===== config.mk =====
export PLATFORM = sky130hd
export DESIGN_NAME = adl_top
export DESIGN_NICKNAME = d
export VERILOG_FILES = /design/src/adl_pkg.sv /design/src/adl_edge.sv /design/src/adl_irq.sv /design/src/adl_top.sv
export VERILOG_INCLUDE_DIRS = /design/src
export SDC_FILE = /design/constraint.sdc
export NUM_CORES = 1
export LEC_CHECK = 0
export BUFFER_PORTS_ARGS = -buffer_cell sky130_fd_sc_hd__buf_2
export CORE_ASPECT_RATIO = 0.5
export CORE_MARGIN = 2
export CORE_UTILIZATION = 40
export CTS_CLUSTER_DIAMETER = 100
export DETAILED_ROUTE_END_ITERATION = 12
export PLACE_DENSITY = 0.89
export SLEW_MARGIN = 10
export SYNTH_ARGS = -nofsm -noshare
export SYNTH_HDL_FRONTEND = slang
export SYNTH_SLANG_ARGS = --single-unit

===== constraint.sdc =====
create_clock -name mclk_in -period 2.73 [get_ports mclk_in]
set_input_delay 0.273 -clock mclk_in [delete_from_list [all_inputs] [get_ports mclk_in]]
set_output_delay 0.273 -clock mclk_in [all_outputs]
set_load 0.02 [all_outputs]

===== src/adl_map.svh =====
// Constants for the auto-dial digit interface: register map, fields, resets
`ifndef ADL_MAP_SVH
`define ADL_MAP_SVH

// Register byte offsets
`define ADL_OFF_CTRL    4'h0
`define ADL_OFF_DATA    4'h4
`define ADL_OFF_STATUS  4'h8
`define ADL_OFF_IRQ_ST  4'hc
`define ADL_OFF_MSK     5'h10

// Byte address width seen by the decoder
`define ADL_ADDR_W      5

// Control register fields
`define ADL_CTRL_SEL    0
`define ADL_CTRL_OUT    1

// Status register fields
`define ADL_STAT_PRES   0
`define ADL_STAT_REQ    1
`define ADL_STAT_RDY    2

// Digit field
`define ADL_DIGIT_W     4
`define ADL_DIGIT_LSB   0

// Interrupt status fields
`define ADL_IRQ_W       2
`define ADL_IRQ_READY   0
`define ADL_IRQ_TAKEN   1

// Reset values
`define ADL_RST_DIGIT   4'h0
`define ADL_RST_CTRL    2'h0
`define ADL_RST_IRQ     2'h0

`endif


===== src/adl_pkg.sv =====
// Types shared by the auto-dial digit interface modules
package adl_pkg;

    // Wishbone request from the master
    typedef struct packed {
        logic        cyc;
        logic        stb;
        logic        we;
        logic [3:0]  sel;
        logic [4:0]  adr;
        logic [31:0] dat;
    } adl_wb_req_t;

    // Wishbone answer to the master
    typedef struct packed {
        logic        ack;
        logic [31:0] dat;
    } adl_wb_rsp_t;

    // Lines toward the calling unit
    typedef struct packed {
        logic [3:0] digit;
        logic       present;
    } adl_dial_t;

    // Presentation handshake state
    typedef enum logic [1:0] {
        ADL_IDLE    = 2'b00,
        ADL_PRESENT = 2'b01,
        ADL_WAIT    = 2'b10
    } adl_state_t;

endpackage


===== src/adl_edge.sv =====
// Rising-edge detector for the next-digit request line
`timescale 1ns/10ps
`default_nettype none

module adl_edge (
    input  wire logic mclk_in,   // System clock
    input  wire logic rst_n_in,  // Asynchronous reset, active low
    input  wire logic level_in,  // Synchronous level
    output logic      rise_out   // One-cycle pulse on rising edge
);
    logic prev;

    // Previous sample of the level
    always_ff @(posedge mclk_in or negedge rst_n_in) begin
        if (!rst_n_in) begin
            prev <= 1'b0;
        end else begin
            prev <= level_in;
        end
    end

    assign rise_out = level_in & ~prev;
endmodule
`default_nettype wire


===== src/adl_irq.sv =====
// Sticky interrupt status with write-one-to-clear and mask
`timescale 1ns/10ps
`default_nettype none

module adl_irq #(
    parameter int W = 2                        // Number of event bits
) (
    input  wire logic         mclk_in,        // System clock
    input  wire logic         rst_n_in,       // Asynchronous reset, active low
    input  wire logic [W-1:0] event_in,       // Event pulses
    input  wire logic [W-1:0] clear_in,       // Write-one-to-clear bits
    input  wire logic         clear_we_in,    // Clear strobe
    input  wire logic [W-1:0] mask_in,        // Enable mask
    output logic      [W-1:0] status_out,     // Sticky status
    output logic              irq_out         // Level interrupt
);
    logic [W-1:0] next_status;

    // Set wins over clear so an event in the clear cycle survives
    assign next_status = (status_out & ~(clear_we_in ? clear_in : '0)) | event_in;

    // Status flops
    always_ff @(posedge mclk_in or negedge rst_n_in) begin
        if (!rst_n_in) begin
            status_out <= '0;
        end else begin
            status_out <= next_status;
        end
    end

    assign irq_out = |(status_out & mask_in);
endmodule
`default_nettype wire


===== src/adl_top.sv =====
// Auto-dial digit interface: Wishbone registers, digit latches, dialer handshake
// =====================================================================
// Notes on behaviour
// Dialing path works only while the dial select bit is set.
// Each dial strobe loads low data bits into digit latches, driven continuously.
// Dial strobe sets the digit-present flag, shown to the calling unit.
// Rising next-digit request clears the digit-present flag.
// Reset clears digit-present flag, digit latches and all other flops.
// Ready term needs request low, flag clear, output direction, dial enable.
// An output-data write addressed here makes the output register strobe.
// Software writes next digit only after seeing the ready indication.
`timescale 1ns/10ps
`default_nettype none

`include "adl_map.svh"

module adl_top (
    input  wire logic         mclk_in,                // System clock, 10 MHz
    input  wire logic         rst_n_in,               // Master clear, active low
    input  wire logic         wb_cyc_in,              // Wishbone cycle
    input  wire logic         wb_stb_in,              // Wishbone strobe
    input  wire logic         wb_we_in,               // Wishbone write enable
    input  wire logic [3:0]   wb_sel_in,              // Wishbone byte selects
    input  wire logic [4:0]   wb_adr_in,              // Wishbone byte address
    input  wire logic [31:0]  wb_dat_in,              // Wishbone write data
    output logic              wb_ack_out,             // Wishbone acknowledge
    output logic      [31:0]  wb_dat_out,             // Wishbone read data
    output adl_pkg::adl_dial_t dial_out,              // Digit lines and digit present
    input  wire logic         next_digit_request_in,  // Calling unit wants next digit
    output logic              dial_ready_term_out,    // Ready term into buffer ready
    output logic              irq_out                 // Level interrupt
);
    import adl_pkg::*;

    // =================================================================
    // Bus decode
    logic        ack;
    logic [31:0] rdata;
    logic        dial_select_bit;
    logic        dir_output;
    logic [3:0]  digit;
    logic        digit_present_flag;
    logic [`ADL_IRQ_W-1:0] irq_mask;
    logic [`ADL_IRQ_W-1:0] irq_status;
    logic        req_rise;
    logic        prev_ready;

    wire req       = wb_cyc_in & wb_stb_in & ~ack;
    wire wr        = req & wb_we_in;
    wire hit_ctrl  = (wb_adr_in == {1'b0, `ADL_OFF_CTRL});
    wire hit_data  = (wb_adr_in == {1'b0, `ADL_OFF_DATA});
    wire hit_stat  = (wb_adr_in == {1'b0, `ADL_OFF_STATUS});
    wire hit_irq   = (wb_adr_in == {1'b0, `ADL_OFF_IRQ_ST});
    wire hit_msk   = (wb_adr_in == `ADL_OFF_MSK);
    wire lane0     = wb_sel_in[0];
    wire wr_ctrl   = wr & hit_ctrl & lane0;
    wire wr_irq    = wr & hit_irq & lane0;
    wire wr_msk    = wr & hit_msk & lane0;

    // Output register strobe: output-data write to this unit
    wire output_reg_strobe = wr & hit_data & lane0;
    wire dial_enable       = dial_select_bit;
    // Strobe reaches dial logic only in dial mode
    wire dial_reg_strobe   = output_reg_strobe & dial_enable;

    // =================================================================
    // Acknowledge: one cycle after request, dropped the next cycle
    always_ff @(posedge mclk_in or negedge rst_n_in) begin
        if (!rst_n_in) begin
            ack <= 1'b0;
        end else begin
            ack <= req;
        end
    end

    // Read data registered with the ack; unmapped reads as zero
    always_comb begin
        rdata = 32'h0000_0000;
        if (hit_ctrl) begin
            rdata[`ADL_CTRL_SEL] = dial_select_bit;
            rdata[`ADL_CTRL_OUT] = dir_output;
        end else if (hit_data) begin
            rdata[`ADL_DIGIT_W-1:0] = digit;
        end else if (hit_stat) begin
            rdata[`ADL_STAT_PRES] = digit_present_flag;
            rdata[`ADL_STAT_REQ]  = next_digit_request_in;
            rdata[`ADL_STAT_RDY]  = dial_ready_term_out;
        end else if (hit_irq) begin
            rdata[`ADL_IRQ_W-1:0] = irq_status;
        end else if (hit_msk) begin
            rdata[`ADL_IRQ_W-1:0] = irq_mask;
        end
    end

    always_ff @(posedge mclk_in or negedge rst_n_in) begin
        if (!rst_n_in) begin
            wb_dat_out <= 32'h0000_0000;
        end else if (req & ~wb_we_in) begin
            wb_dat_out <= rdata;
        end
    end

    assign wb_ack_out = ack;

    // =================================================================
    // Control register: dial select and output direction
    always_ff @(posedge mclk_in or negedge rst_n_in) begin
        if (!rst_n_in) begin
            dial_select_bit <= 1'b0;
            dir_output      <= 1'b0;
        end else if (wr_ctrl) begin
            dial_select_bit <= wb_dat_in[`ADL_CTRL_SEL];
            dir_output      <= wb_dat_in[`ADL_CTRL_OUT];
        end
    end

    // Mask register
    always_ff @(posedge mclk_in or negedge rst_n_in) begin
        if (!rst_n_in) begin
            irq_mask <= `ADL_RST_IRQ;
        end else if (wr_msk) begin
            irq_mask <= wb_dat_in[`ADL_IRQ_W-1:0];
        end
    end

    // =================================================================
    // Digit latches, held steady between dial strobes
    always_ff @(posedge mclk_in or negedge rst_n_in) begin
        if (!rst_n_in) begin
            digit <= `ADL_RST_DIGIT;
        end else if (dial_reg_strobe) begin
            digit <= wb_dat_in[`ADL_DIGIT_LSB +: `ADL_DIGIT_W];
        end
    end

    // Edge of the next-digit request acts as the flag's trigger
    adl_edge u_edge (
        .mclk_in  (mclk_in),
        .rst_n_in (rst_n_in),
        .level_in (next_digit_request_in),
        .rise_out (req_rise)
    );

    // Digit-present flag: strobe sets directly, request edge resets.
    // The strobe wins if both land together so a fresh digit is never lost.
    always_ff @(posedge mclk_in or negedge rst_n_in) begin
        if (!rst_n_in) begin
            digit_present_flag <= 1'b0;
        end else if (dial_reg_strobe) begin
            digit_present_flag <= 1'b1;
        end else if (req_rise) begin
            digit_present_flag <= 1'b0;
        end
    end

    // Digit lines and digit present leave as one word, one driver for the port
    assign dial_out = '{digit   : digit,
                        present : digit_present_flag};

    // Ready term feeds buffer ready; software must wait for it
    assign dial_ready_term_out = ~next_digit_request_in & ~digit_present_flag
                                 & dir_output & dial_enable;

    // =================================================================
    // Interrupt events: ready term rising, digit taken by the dialer
    always_ff @(posedge mclk_in or negedge rst_n_in) begin
        if (!rst_n_in) begin
            prev_ready <= 1'b0;
        end else begin
            prev_ready <= dial_ready_term_out;
        end
    end

    wire [`ADL_IRQ_W-1:0] irq_events = {req_rise & digit_present_flag,
                                        dial_ready_term_out & ~prev_ready};

    adl_irq #(
        .W (`ADL_IRQ_W)
    ) u_irq (
        .mclk_in     (mclk_in),
        .rst_n_in    (rst_n_in),
        .event_in    (irq_events),
        .clear_in    (wb_dat_in[`ADL_IRQ_W-1:0]),
        .clear_we_in (wr_irq),
        .mask_in     (irq_mask),
        .status_out  (irq_status),
        .irq_out     (irq_out)
    );

    // =================================================================
    // Checks
    a_ack_one_cycle: assert property (@(posedge mclk_in) disable iff (!rst_n_in)
        wb_ack_out |=> !wb_ack_out) else $error("ack held more than one cycle");
    a_ack_follows: assert property (@(posedge mclk_in) disable iff (!rst_n_in)
        (wb_cyc_in && wb_stb_in && !wb_ack_out) |=> wb_ack_out)
        else $error("ack missing after request");
    a_strobe_sets_flag: assert property (@(posedge mclk_in) disable iff (!rst_n_in)
        dial_reg_strobe |=> dial_out.present) else $error("present not set");
    a_strobe_loads_digit: assert property (@(posedge mclk_in) disable iff (!rst_n_in)
        dial_reg_strobe |=> dial_out.digit == $past(wb_dat_in[`ADL_DIGIT_LSB +: `ADL_DIGIT_W]))
        else $error("digit not loaded");
    a_request_clears: assert property (@(posedge mclk_in) disable iff (!rst_n_in)
        (req_rise && !dial_reg_strobe) |=> !dial_out.present)
        else $error("present not cleared");
    a_idle_unselected: assert property (@(posedge mclk_in) disable iff (!rst_n_in)
        (!dial_select_bit && $stable(dial_select_bit) && !dial_out.present)
        |=> !dial_out.present) else $error("dial path active when unselected");
    a_ready_term: assert property (@(posedge mclk_in) disable iff (!rst_n_in)
        dial_ready_term_out |-> (!dial_out.present && !next_digit_request_in
        && dir_output && dial_select_bit)) else $error("ready term wrong");
    a_digit_hold: assert property (@(posedge mclk_in) disable iff (!rst_n_in)
        !dial_reg_strobe |=> $stable(dial_out.digit)) else $error("digit changed");
    a_unsel_digit_hold: assert property (@(posedge mclk_in) disable iff (!rst_n_in)
        (output_reg_strobe && !dial_enable) |=> $stable(dial_out.digit))
        else $error("digit loaded while unselected");
    a_ready_when_idle: assert property (@(posedge mclk_in) disable iff (!rst_n_in)
        (!next_digit_request_in && !dial_out.present && dir_output && dial_select_bit)
        |-> dial_ready_term_out) else $error("ready term missing");
    a_ready_event_sets: assert property (@(posedge mclk_in) disable iff (!rst_n_in)
        (dial_ready_term_out && !prev_ready) |=> irq_status[`ADL_IRQ_READY])
        else $error("ready event lost");
    a_taken_event_sets: assert property (@(posedge mclk_in) disable iff (!rst_n_in)
        (req_rise && digit_present_flag) |=> irq_status[`ADL_IRQ_TAKEN])
        else $error("digit taken event lost");
endmodule
`default_nettype wire


After elaboration in Yosys (flattened, before gate mapping) --
Cells that the tools add are included. Widths: inputs -> output; s select.
Word-level totals: flip-flop bits (word level) 18, logic and storage cells 57
Operators by class: eq/ne operators 4, muxes and demuxes 11, bitwise logic cells 29, reduce and logical (&&, ||, !) cells 3
Operators with widths (number):
- $and 1x1->1 | 19
- $mux 2 | 6
- $eq 5x4->1 const B | 2
- $not 1->1 | 6
- $eq 5x3->1 const B | 1
- $eq 5x5->1 const B | 1
- $logic_not 5->1 | 1
- $and 2x2->2 | 2
- $mux 1 | 4
- $mux 3 | 1
- $not 2->2 | 1
- $or 2x2->2 | 1
- $reduce_bool 2->1 | 1
- $reduce_or 2->1 | 1

Longest topological paths before layout --
Gate-level depths: netlist of run 1.
depth after elaboration 9, depth in mapped cells 5, gate-level depth less buffers 5

Modules after synthesis --
Synthesis of run 1 repeated with hierarchy kept, for this count alone.
Unflattened totals: cells, all modules 114, area, all modules 1166.1 um^2
By module, submodules not included:
- adl_top | times used 1, cells an instance 105, area each 1046.0 um^2, seq. area each 375.4 um^2
- adl_irq | times used 1, cells an instance 7, area each 81.3 um^2, seq. area each 50.0 um^2
- adl_edge | times used 1, cells an instance 2, area each 38.8 um^2, seq. area each 25.0 um^2

Worst setup path before layout of run 1 --
Ideal clock, no wire load.
path type register to register, from reg ack (netlist: wb_ack_out), to reg irq_mask[0], setup time 125 ps, arrival 1543 ps, required time 2605 ps, path slack 1062 ps, stages on the path, launching flop included 6, buffers on the path 0, path through dfrtp_1 nand3b_1 inv_1 nand3_1 and4bb_2 mux2_2
On the way: word-level cells in the longest chain between the ends 5
RTL lines:
- from (decl) | RTL line adl_top.sv:37 | logic ack;
- from (signal assigned) | RTL line adl_top.sv:72 | ack <= req;
- $not 1->1 | RTL line adl_top.sv:48 | wire req = wb_cyc_in & wb_stb_in & ~ack;
- $and 1x1->1 | RTL line adl_top.sv:48
- named net req | RTL line adl_top.sv:48
- $and 1x1->1 | RTL line adl_top.sv:49 | wire wr = req & wb_we_in;
- $and 1x1->1 (2 in series) | RTL line adl_top.sv:58 | wire wr_msk = wr & hit_msk & lane0;
- to (signal assigned) | RTL line adl_top.sv:120 | irq_mask <= `ADL_RST_IRQ;
- to (signal assigned) | RTL line adl_top.sv:122 | irq_mask <= wb_dat_in[`ADL_IRQ_W-1:0];
- to (decl) | RTL line adl_top.sv:43 | logic [`ADL_IRQ_W-1:0] irq_mask;
The timed path passes the listed nets, and every way through them passes these cells. A chain may end at the register's enable or synchronous reset.

Final worst setup path of run 1 --
from reg ack (netlist: wb_ack_out), to reg digit[3]
On the way: word-level cells in the longest chain between the ends 6
RTL lines:
- $not 1->1 | RTL line adl_top.sv:48
- $and 1x1->1 | RTL line adl_top.sv:48
- named net req | RTL line adl_top.sv:48
- $and 1x1->1 | RTL line adl_top.sv:49
- $and 1x1->1 (2 in series) | RTL line adl_top.sv:61 | wire output_reg_strobe = wr & hit_data & lane0;
- $and 1x1->1 | RTL line adl_top.sv:64 | wire dial_reg_strobe = output_reg_strobe & dial_enable;
- to (signal assigned) | RTL line adl_top.sv:130 | digit <= `ADL_RST_DIGIT;
- to (signal assigned) | RTL line adl_top.sv:132 | digit <= wb_dat_in[`ADL_DIGIT_LSB +: `ADL_DIGIT_W];
- to (decl) | RTL line adl_top.sv:41 | logic [3:0] digit;
The timed path passes the listed nets, and every way through them passes these cells.

==> results_dict.tcl, run 1 <==
set metrics [dict create \
    outcome "complete, no violations" \
    synth_simple_gate_area_share_pct 19.4 \
    cts_max_level 1 \
    finalWorstPathRequiredPeriod_ps 1750 \
    grt_max_degree 19 \
    wire_per_inst_um 11.9 \
    criticalPathCategory "register to register" \
    vias 810 \
    p_per_area_nw_per_um2 460 \
    drcViolationCount 0 \
    io_buffers 27 \
    cp-start-kind "register" \
    via_per_inst 4.63 \
    antenna_left 0 \
    ys_seq_elements 18 \
    grt_pass1_vias 743 \
    crit_path_end_kind "register" \
    slew_viol_final 0 \
    slowest_stage "mux2_2" \
    coreArea_um2 2640 \
    ys_seq_area_share_pct 39.9 \
    clk_latency_ps 250 \
    skew_ps 4.06 \
    muxShareOfSynthArea_pct 8.98 \
    cp_max_fo 5 \
    pin_count 87 \
    die_w_um 79.1 \
    crit_family "simple AND/OR/NAND/NOR gates" \
    p_leak_nw 0.652 \
    netlist-cell-type-count 29 \
    numCtsBuffers 3 \
    yosysWarnings 0 \
    max_freq_ghz 0.571 \
    cts-root-buf "clkbuf_8" \
    grt_overflow_total 0 \
    n_antenna_cell 0 \
    fin_crit_sh_pct 64.2 \
    grt_use_total_pct 13.3 \
    cts_tree "yes" \
    layout_setup_ws_ps 977 \
    dp_slack_ps 1010 \
    drt-initial-drc-count 74 \
    synth_top_family_by_area "buffers and inverters" \
    cts_sinks 18 \
    dp_hpwl_um 1660 \
    synth_fa_ha_area_share_pct 0 \
    drt_wl_total_um 2090 \
    die_area_um2 3290 \
    start_util_pct 42.8 \
    rsz0062_at_grt "no" \
    gp_congestion 0.829 \
    nNetsFinal 187 \
    die_y_um 41.6 \
    ir_drop_mv 0.201 \
    rows 13 \
    crit_chain "nand3b_1, inv_1, nand3_1, nor3_4, mux2_2" \
    final_layout_size_suffix_gt1_share_pct 32.6 \
    hold_viol 0 \
    clk_pin_slew_ps 60 \
    syn_area_um2 1130 \
    synth_compound_area_share_pct 8.98 \
    netlist_instances 111 \
    area_growth_pct 9.20 \
    worstPathArrival_ps 1890 \
    avgSynthCellArea_um2 10.2 \
    finalSetupViolCount 0 \
    synth-xor-area-share_pct 0 \
    cts_buffer_depth 2 \
    maxCapViolCount 0 \
    tns_ps 0 \
    cp.required_ps 2870 \
    grt_antenna_before_repair 0 \
    grt_pass1_wl_um 3370 \
    cpPeakStageDelay_ps 380 \
    path_buf_inv 1 \
    hold_path.class "primary input to register" \
    dr.pass1.iters 4 \
]
layout make-up:
type / count / area, um2
clock buffer: 3 / 41.3
multi-input combinational: 83 / 527
tap: 37 / 46.3
inverter: 6 / 22.5
sequential: 18 / 450
fill: 239 / 1400
timing repair buffer: 28 / 145
layout by cell type (no fill, tap or decap), drive strengths merged:
master,count
and2b,1
a311oi,2
a21oi,5
o21ai,3
nand2b,1
clkbuf,3
a22o,1
nor2,3
or4b,1
a21o,2
nand2,9
inv,6
dlygate4sd3,1
or3,1
mux2,9
nor3b,1
a31oi,2
buf,27
nand3b,2
o21bai,1
nor3,2
conb,28
nand3,2
dfrtp,18
nand4,1
and4bb,2
and4b,2
nor4,2
metrics by stage:
step                instances  hold WS [ps]  instance area (um2)  utilization (%)  power [mW]
detailed placement        171           219                 1180             44.8       0.393
finish                    175           165                 1230             46.8       0.567
global placement          171           212                 1180             44.8       0.390
CTS                       175           163                 1230             46.8       0.570
floorplan                 138         -22.6                 1230                -       0.389
global route              175           164                 1230             46.8       0.597
flip-flops by register name, summed over array words and instances (netlist names):
signal,count
u_irq.status_out,2
digit,4
dial_enable,1
digit_present_flag,1
prev_ready,1
dir_output,1
wb_dat_out,4
wb_ack_out,1
u_edge.prev,1
irq_mask,2
repair_timing:
action / CTS / global route
resized for setup: 0 / 0
setup buffers: 0 / 0
hold buffers: 1 / 0
hold endpoints to repair: 18 / 0
endpoints found under the setup margin: 0 / 0
report_power, final:
part           switching, mW  leakage, nW  internal (mW)
Sequential           0.00588        0.233          0.278
Combinational         0.0795        0.397         0.0273
Clock                 0.0782       0.0216         0.0980
Total                  0.164        0.652          0.403
Yosys cell counts:
cell type / count / area share, %
a21oi_1: 5 / 2.2
mux2_2: 9 / 9.0
nand3_1: 2 / 0.89
nor3b_2: 1 / 1.1
conb_1: 1 / 0.33
nand3b_1: 2 / 1.3
buf_4: 30 / 20
nor3_1: 1 / 0.44
nand2_1: 9 / 3.0
or4b_1: 1 / 0.89
nor3_4: 1 / 1.4
and2b_1: 1 / 0.67
buf_2: 1 / 0.44
o21bai_1: 1 / 0.67
or3_1: 1 / 0.55
nor2_1: 3 / 1.0
nor4_2: 1 / 1.1
a21o_1: 2 / 1.3
and4b_1: 2 / 1.8
and4bb_2: 2 / 2.2
a22o_1: 1 / 0.78
o21ai_0: 3 / 1.3
nand2b_1: 1 / 0.55
dfrtp_1: 18 / 40
a31oi_1: 2 / 1.1
a311oi_1: 2 / 1.6
nor4_4: 1 / 1.9
inv_1: 6 / 2.0
nand4_1: 1 / 0.55
final timing paths:
check                                       from             endpoint  depth (start not counted)  slack (ps)
min in group asynchronous               rst_n_in  u_irq.status_out[1]                          2         470
max                                   wb_ack_out             digit[3]                          5         980
max in group asynchronous               rst_n_in        wb_dat_out[2]                          2        1980
max reg2reg                           wb_ack_out             digit[3]                          5         980
min                        next_digit_request_in          u_edge.prev                          1         170
min reg2reg                        wb_dat_out[3]        wb_dat_out[3]                          2         510
routing by layer:
layer	share of wire (%)	track usage, %	routed length (um)	vias to the layer above
met5	0	0	0	-
met4	2.2	7.24	45	0
met3	8.5	5.00	178	6
met2	50	23.2	1050	47
met1	39	14.1	810	376
li1	-	-	-	381
cells by family (layout without fill, tap and decap cells):
group,Yosys count,after routing
buffers and inverters,37,37
multiplexers,9,9
other,1,28
AO/OA/AOI/OAI,16,16
flip-flops,18,18
AND/OR/NAND/NOR,30,30
(Power assumes the default switching activity.)
==> run 2, diff against run 1 <==
--- a/config.mk
+++ b/config.mk
@@ -6,13 +6,14 @@
 export SDC_FILE = /design/constraint.sdc
 export NUM_CORES = 1
 export LEC_CHECK = 0
+export ABC_AREA = 1
 export BUFFER_PORTS_ARGS = -buffer_cell sky130_fd_sc_hd__buf_2
 export CORE_ASPECT_RATIO = 0.5
 export CORE_MARGIN = 2
-export CORE_UTILIZATION = 40
+export CORE_UTILIZATION = 39
 export CTS_CLUSTER_DIAMETER = 100
 export DETAILED_ROUTE_END_ITERATION = 12
-export PLACE_DENSITY = 0.89
+export PLACE_DENSITY = 0.87
 export SLEW_MARGIN = 10
 export SYNTH_ARGS = -nofsm -noshare
 export SYNTH_HDL_FRONTEND = slang
==> constraint.sdc (replaced) <==
create_clock -name mclk_in -period 1.7 [get_ports mclk_in]
set_input_delay 0.17 -clock mclk_in [delete_from_list [all_inputs] [get_ports mclk_in]]
set_output_delay 0.17 -clock mclk_in [all_outputs]
set_load 0.02 [all_outputs]
==> run 2 against run 1 <==
First-iteration DRC count up 47%. Die area up 1.0%. Critical path depth down 1. Total power up 73%. Core utilization down 0.098 points. Highest routed layer is now met3. Largest cell class unchanged. Wire length up 5.0%. Non-clock buffer count up 1.
==> results_dict.tcl, run 2 <==
set metrics [dict create \
    outcome "complete, no violations" \
    synthMostInstantiatedCell "buf_4" \
    syn_area_um2 1110 \
    netlist_instances 134 \
    cp_max_fo 4 \
    hold_path.class "primary input to register" \
    pin_count 87 \
    grt_overflow_total 0 \
    gp_congestion 0.893 \
    final_layout_size_suffix_gt1_share_pct 25.2 \
    cts-root-buf "clkbuf_8" \
    cp-start-kind "register" \
    worstPathArrival_ps 1190 \
    slowest_stage "dfrtp_1" \
    synth_edf_count 0 \
    io_buffers 27 \
    hold_viol 0 \
    ys_seq_elements 18 \
    layout_setup_ws_ps 337 \
    dr.pass1.iters 7 \
    drcViolationCount 0 \
    synthTopCellsByCount "buf_4 (30), dfrtp_1 (18), inv_1 (16), nand2_1 (16), nand4_1 (12)" \
    cts_tree "yes" \
    tns_ps 0 \
    yosysTopAreaCellShare_pct 40.5 \
    synth_ff_type "dfrtp_1" \
    cp.required_ps 1530 \
    wire_per_inst_um 11.0 \
    grt_pass1_vias 784 \
    ir_drop_mv 0.324 \
    ys_seq_area_share_pct 40.5 \
    slew_viol_final 0 \
    cp_common_cell "inv_1" \
    p_leak_nw 0.670 \
    die_y_um 41.8 \
    nNetsFinal 211 \
    fin_crit_sh_pct 80.2 \
    vias 919 \
    cts_sinks 18 \
    fillers 243 \
    crit_family "flip-flops" \
    area_growth_pct 11.2 \
    dp_hpwl_um 1700 \
    stdcell_count 200 \
    cts_buffer_depth 2 \
    final_cell_mix "conb_1 (28), buf_2 (27), dfrtp_1 (18)" \
    skew_ps 5.61 \
    crit_path_end_kind "primary output" \
    n_antenna_cell 0 \
    rows 13 \
    reg_top3 "digit (4), wb_dat_out (4)" \
    max_freq_ghz 0.734 \
    drt-initial-drc-count 109 \
    cts_max_level 1 \
    start_util_pct 42.0 \
    drt_wl_total_um 2190 \
    coreArea_um2 2650 \
    p_per_area_nw_per_um2 794 \
    rsz0062_at_grt "no" \
    netlist-cell-type-count 21 \
    grt_use_total_pct 13.5 \
    via_per_inst 4.60 \
    grt_max_degree 19 \
    avgSynthCellArea_um2 8.30 \
    crit_chain "inv_1, nand4_1, inv_1, buf_2" \
    die_area_um2 3320 \
    register_area_um2 450 \
    yosysWarnings 0 \
    finalSetupViolCount 0 \
    cpPeakStageDelay_ps 400 \
    multiInputGateArea_um2 465 \
    final_common_cell "conb_1" \
    path_buf_inv 3 \
    synth-async-reset-ratio_pct 100 \
    numCtsBuffers 3 \
    grt_antenna_before_repair 0 \
    antenna_left 0 \
    clk_pin_slew_ps 60 \
    maxCapViolCount 0 \
    die_w_um 79.5 \
    clk_latency_ps 250 \
    dp_slack_ps 438 \
    criticalPathCategory "register to primary output" \
    yosys.area.top_type "dfrtp_1" \
    finalWorstPathRequiredPeriod_ps 1360 \
    grt_pass1_wl_um 3560 \
    dp.cells 195 \
    synth_area_leaders "dfrtp_1 (40%), buf_4 (20%), nand4_1 (6.7%), inv_1 (5.4%), nand2_1 (5.4%)" \
]
[run 2: cell types whose count changed after synthesis, moves of 3 or more]
cell / previous run / this run
nand4_1: 1 / 12
inv_1: 6 / 16
mux2_2: 9 / 0
nor2_1: 3 / 11
o21ai_0: 3 / 11
nand2_1: 9 / 16
a21oi_1: 5 / 0
nor2_2: 0 / 3
[run 2: power by group]
| part | total [mW] | internal [mW] | switching (mW) |
|---|---|---|---|
| clock network | 0.342 | 0.205 | 0.137 |
| logic | 0.179 | 0.0432 | 0.135 |
| registers | 0.461 | 0.448 | 0.0131 |
[run 2: cell families (layout without fill, tap and decap cells)]
family	after synthesis	after routing	synth area share, %
compound gates	15	15	7.65
buf+inv	49	51	26.8
simple gates	51	51	24.7
flops	18	18	40.5
other cells	1	28	0.337
[run 2: final timing paths]
check | from | end | slack (ps) | depth (start not counted)
worst max-delay path | digit_present_flag | dial_ready_term_out | 340 | 4
worst min-delay path | next_digit_request_in | u_edge.prev | 60 | 1
worst max register to register | wb_ack_out | irq_mask[1] | 390 | 6
worst min register to register | prev_ready | u_irq.status_out[0] | 450 | 1
max in group asynchronous | rst_n_in | prev_ready | 1040 | 2
min in group asynchronous | rst_n_in | wb_dat_out[1] | 370 | 2
[run 2: layout make-up]
| class | count | area share (%) |
|---|---|---|
| multi-input combinational | 94 | 37.6 |
| inverter | 18 | 5.46 |
| timing repair buffer | 29 | 12.3 |
| tap | 37 | 3.74 |
| clock buffer | 4 | 4.45 |
| sequential | 18 | 36.4 |
[run 2: what timing repair did]
| action | 4_1_cts | 5_1_grt |
|---|---|---|
| hold buffers | 1 | 0 |
| buffers inserted | 0 | 0 |
| resized for setup | 0 | 0 |
| endpoints found under the hold margin | 18 | 0 |
[run 2: stage by stage]
stage / power [mW] / hold WS (ps) / utilization, % / area, um2
2_1_floorplan: 0.636 / -126 / - / 1210
3_3_place_gp: 0.637 / 106 / 44.2 / 1170
3_5_place_dp: 0.644 / 119 / 44.2 / 1170
4_1_cts: 0.987 / 59.5 / 46.7 / 1240
5_1_grt: 1.03 / 58.0 / 46.7 / 1240
6_report: 0.982 / 64.6 / 46.7 / 1240
[run 2: layer usage]
metal,GRT usage [%],vias up,routed length [um]
met5,0,-,0
met4,3.45,0,0
met3,2.61,0,239
met2,23.5,63,1060
met1,17.3,417,892
li1,-,439,-
==> run 3, diff against run 2 <==
--- a/config.mk
+++ b/config.mk
@@ -10,10 +10,10 @@
 export BUFFER_PORTS_ARGS = -buffer_cell sky130_fd_sc_hd__buf_2
 export CORE_ASPECT_RATIO = 0.5
 export CORE_MARGIN = 2
-export CORE_UTILIZATION = 39
+export CORE_UTILIZATION = 35
 export CTS_CLUSTER_DIAMETER = 100
 export DETAILED_ROUTE_END_ITERATION = 12
-export PLACE_DENSITY = 0.87
+export PLACE_DENSITY = 0.83
 export SLEW_MARGIN = 10
 export SYNTH_ARGS = -nofsm -noshare
 export SYNTH_HDL_FRONTEND = slang
==> constraint.sdc (replaced) <==
create_clock -name mclk_in -period 1.2 [get_ports mclk_in]
set_input_delay 0.12 -clock mclk_in [delete_from_list [all_inputs] [get_ports mclk_in]]
set_output_delay 0.12 -clock mclk_in [all_outputs]
set_load 0.02 [all_outputs]
==> run 3 against run 2 <==
The flow now finishes with violations (setup timing). Via count grew 5.2%. Clock power grew 21%. Global-route usage grew 0.37 points. Design area grew 7.1%. Flip-flop and latch count is the same. Core utilization shrank 2.7 points. Die area grew 11%. Combinational power grew 53%. Wire length grew 19%. Register-to-register slack lost 400 ps. Count of clock-buffer cells in the layout shrank 1. Sequential share of layout area shrank 2.4 points. Critical endpoint unchanged. Largest power group unchanged.
==> results_dict.tcl, run 3 (same netlist as run 2, synthesis figures left out) <==
set metrics [dict create \
    outcome "complete, but fails checks" \
    violations "setup timing" \
    dr.pass1.iters 4 \
    die_y_um 43.9 \
    cts_buffer_depth 2 \
    postLayoutCoreUtil_pct 44.0 \
    rr_startpoint "wb_ack_out" \
    grt_overflow_total 0 \
    maxCapViolCount 0 \
    cts-root-buf "clkbuf_8" \
    p_per_area_nw_per_um2 1010 \
    n_antenna_cell 0 \
    cpPeakStageDelay_ps 410 \
    io_buffers 27 \
    reg_top3 "digit (4), wb_dat_out (4)" \
    stdcell_count 209 \
    nNetsFinal 218 \
    die_w_um 83.7 \
    criticalPathCategory "register to primary output" \
    critPathCapture "dial_ready_term_out" \
    fin_crit_sh_pct 104 \
    die_area_um2 3670 \
    tns_ps -57.7 \
    vias 967 \
    reg2regPathDepth 6 \
    cts_max_level 1 \
    dp.cells 201 \
    cp-start-kind "register" \
    hold_viol 0 \
    timing.rr.end "irq_mask[0]" \
    slew_viol_final 0 \
    finalSetupViolCount 3 \
    finalWorstPathRequiredPeriod_ps 1240 \
    rsz0062_at_grt "yes" \
    hold_depth 1 \
    cp_common_cell "inv_2" \
    rrSetupSlack_ps -10 \
    antenna_left 0 \
    skew_ps 6.08 \
    hold_path.class "primary input to register" \
    grt_pass1_wl_um 3920 \
    crit_path_end_kind "primary output" \
    numCtsBuffers 3 \
    cts_tree "yes" \
    grt_pass1_vias 911 \
    rows 14 \
    final_common_cell "conb_1" \
    max_freq_ghz 0.805 \
    cp.required_ps 1080 \
    slowest_stage "dfrtp_1" \
    clk_latency_ps 250 \
    final_cell_mix "conb_1 (28), buf_2 (26), dfrtp_1 (18)" \
    grt_use_total_pct 13.9 \
    p_leak_nw 0.708 \
    worstPathArrival_ps 1120 \
    drt-initial-drc-count 94 \
    crit_chain "inv_2, nand4_1, inv_2, buf_6" \
    dp_slack_ps -41.7 \
    final_layout_size_suffix_gt1_share_pct 32.0 \
    drt_wl_total_um 2610 \
    clk_pin_slew_ps 60 \
    wire_per_inst_um 12.5 \
    via_per_inst 4.63 \
    start_util_pct 36.9 \
    grt_max_degree 19 \
    pin_count 87 \
    dp_hpwl_um 1760 \
    layout_setup_ws_ps -42.6 \
    cts_sinks 18 \
    grt_antenna_before_repair 0 \
    gp_congestion 0.865 \
    coreArea_um2 3010 \
    ir_drop_mv 0.428 \
    area_growth_pct 19.1 \
    drcViolationCount 0 \
    cp_max_fo 4 \
    crit_start "digit_present_flag" \
]
run 3: cell count changes in the layout (fill, tap and decap cells not counted), moves of 2 or more:
cell / previous run / this run
nor2_4: 1 / 3
o21ai_1: 0 / 7
inv_2: 2 / 6
buf_4: 1 / 7
o21ai_0: 11 / 4
inv_1: 16 / 12
run 3: worst min path at each step:
stage               slack, ps             startpoint            end
floorplan                -180               rst_n_in    dial_enable
global placement           60               rst_n_in  wb_dat_out[3]
detailed placement         70               rst_n_in       digit[2]
CTS                        10  next_digit_request_in    u_edge.prev
global route               10  next_digit_request_in    u_edge.prev
finish                     10  next_digit_request_in    u_edge.prev
run 3: repair_timing:
item,CTS,global route
hold buffers,1,0
setup endpoints to repair,11,16
buffers inserted,2,1
gates resized for setup,4,16
gates cloned,1,0
pin swaps,3,10
hold endpoints to repair,18,0
run 3: cell type report:
class | count | area, um2
timing repair buffer | 35 | 204
clock buffer | 3 | 41.3
multi-input combinational | 95 | 512
fill | 280 | 1690
sequential | 18 | 450
inverter | 18 | 67.6
tap | 40 | 50.0
run 3: stage by stage:
stage / hold slack [ps] / power, mW / area, um2
CTS: 12.8 / 1.32 / 1300
detailed placement: 65.6 / 0.915 / 1200
finish: 14.8 / 1.34 / 1330
global placement: 56.8 / 0.909 / 1200
global route: 13.5 / 1.39 / 1330
floorplan: -176 / 0.901 / 1210
run 3: routing by layer:
layer	global-route usage, %	share of wire, %
met5	0	0
met4	10.0	3.6
met3	2.10	7.6
met2	25.9	52
met1	15.0	37
run 3: where the power goes:
group / leakage (nW) / internal [mW] / switching, mW
registers: 0.212 / 0.635 / 0.0193
logic: 0.474 / 0.0705 / 0.203
clock network: 0.0216 / 0.223 / 0.192
total: 0.708 / 0.928 / 0.414
run 3: critical path, delay by kind of cell (launching register included):
family	cells	cell delay (ps)
DFF	1	410
buffers and inverters	3	320
and+or+nand+nor	1	150
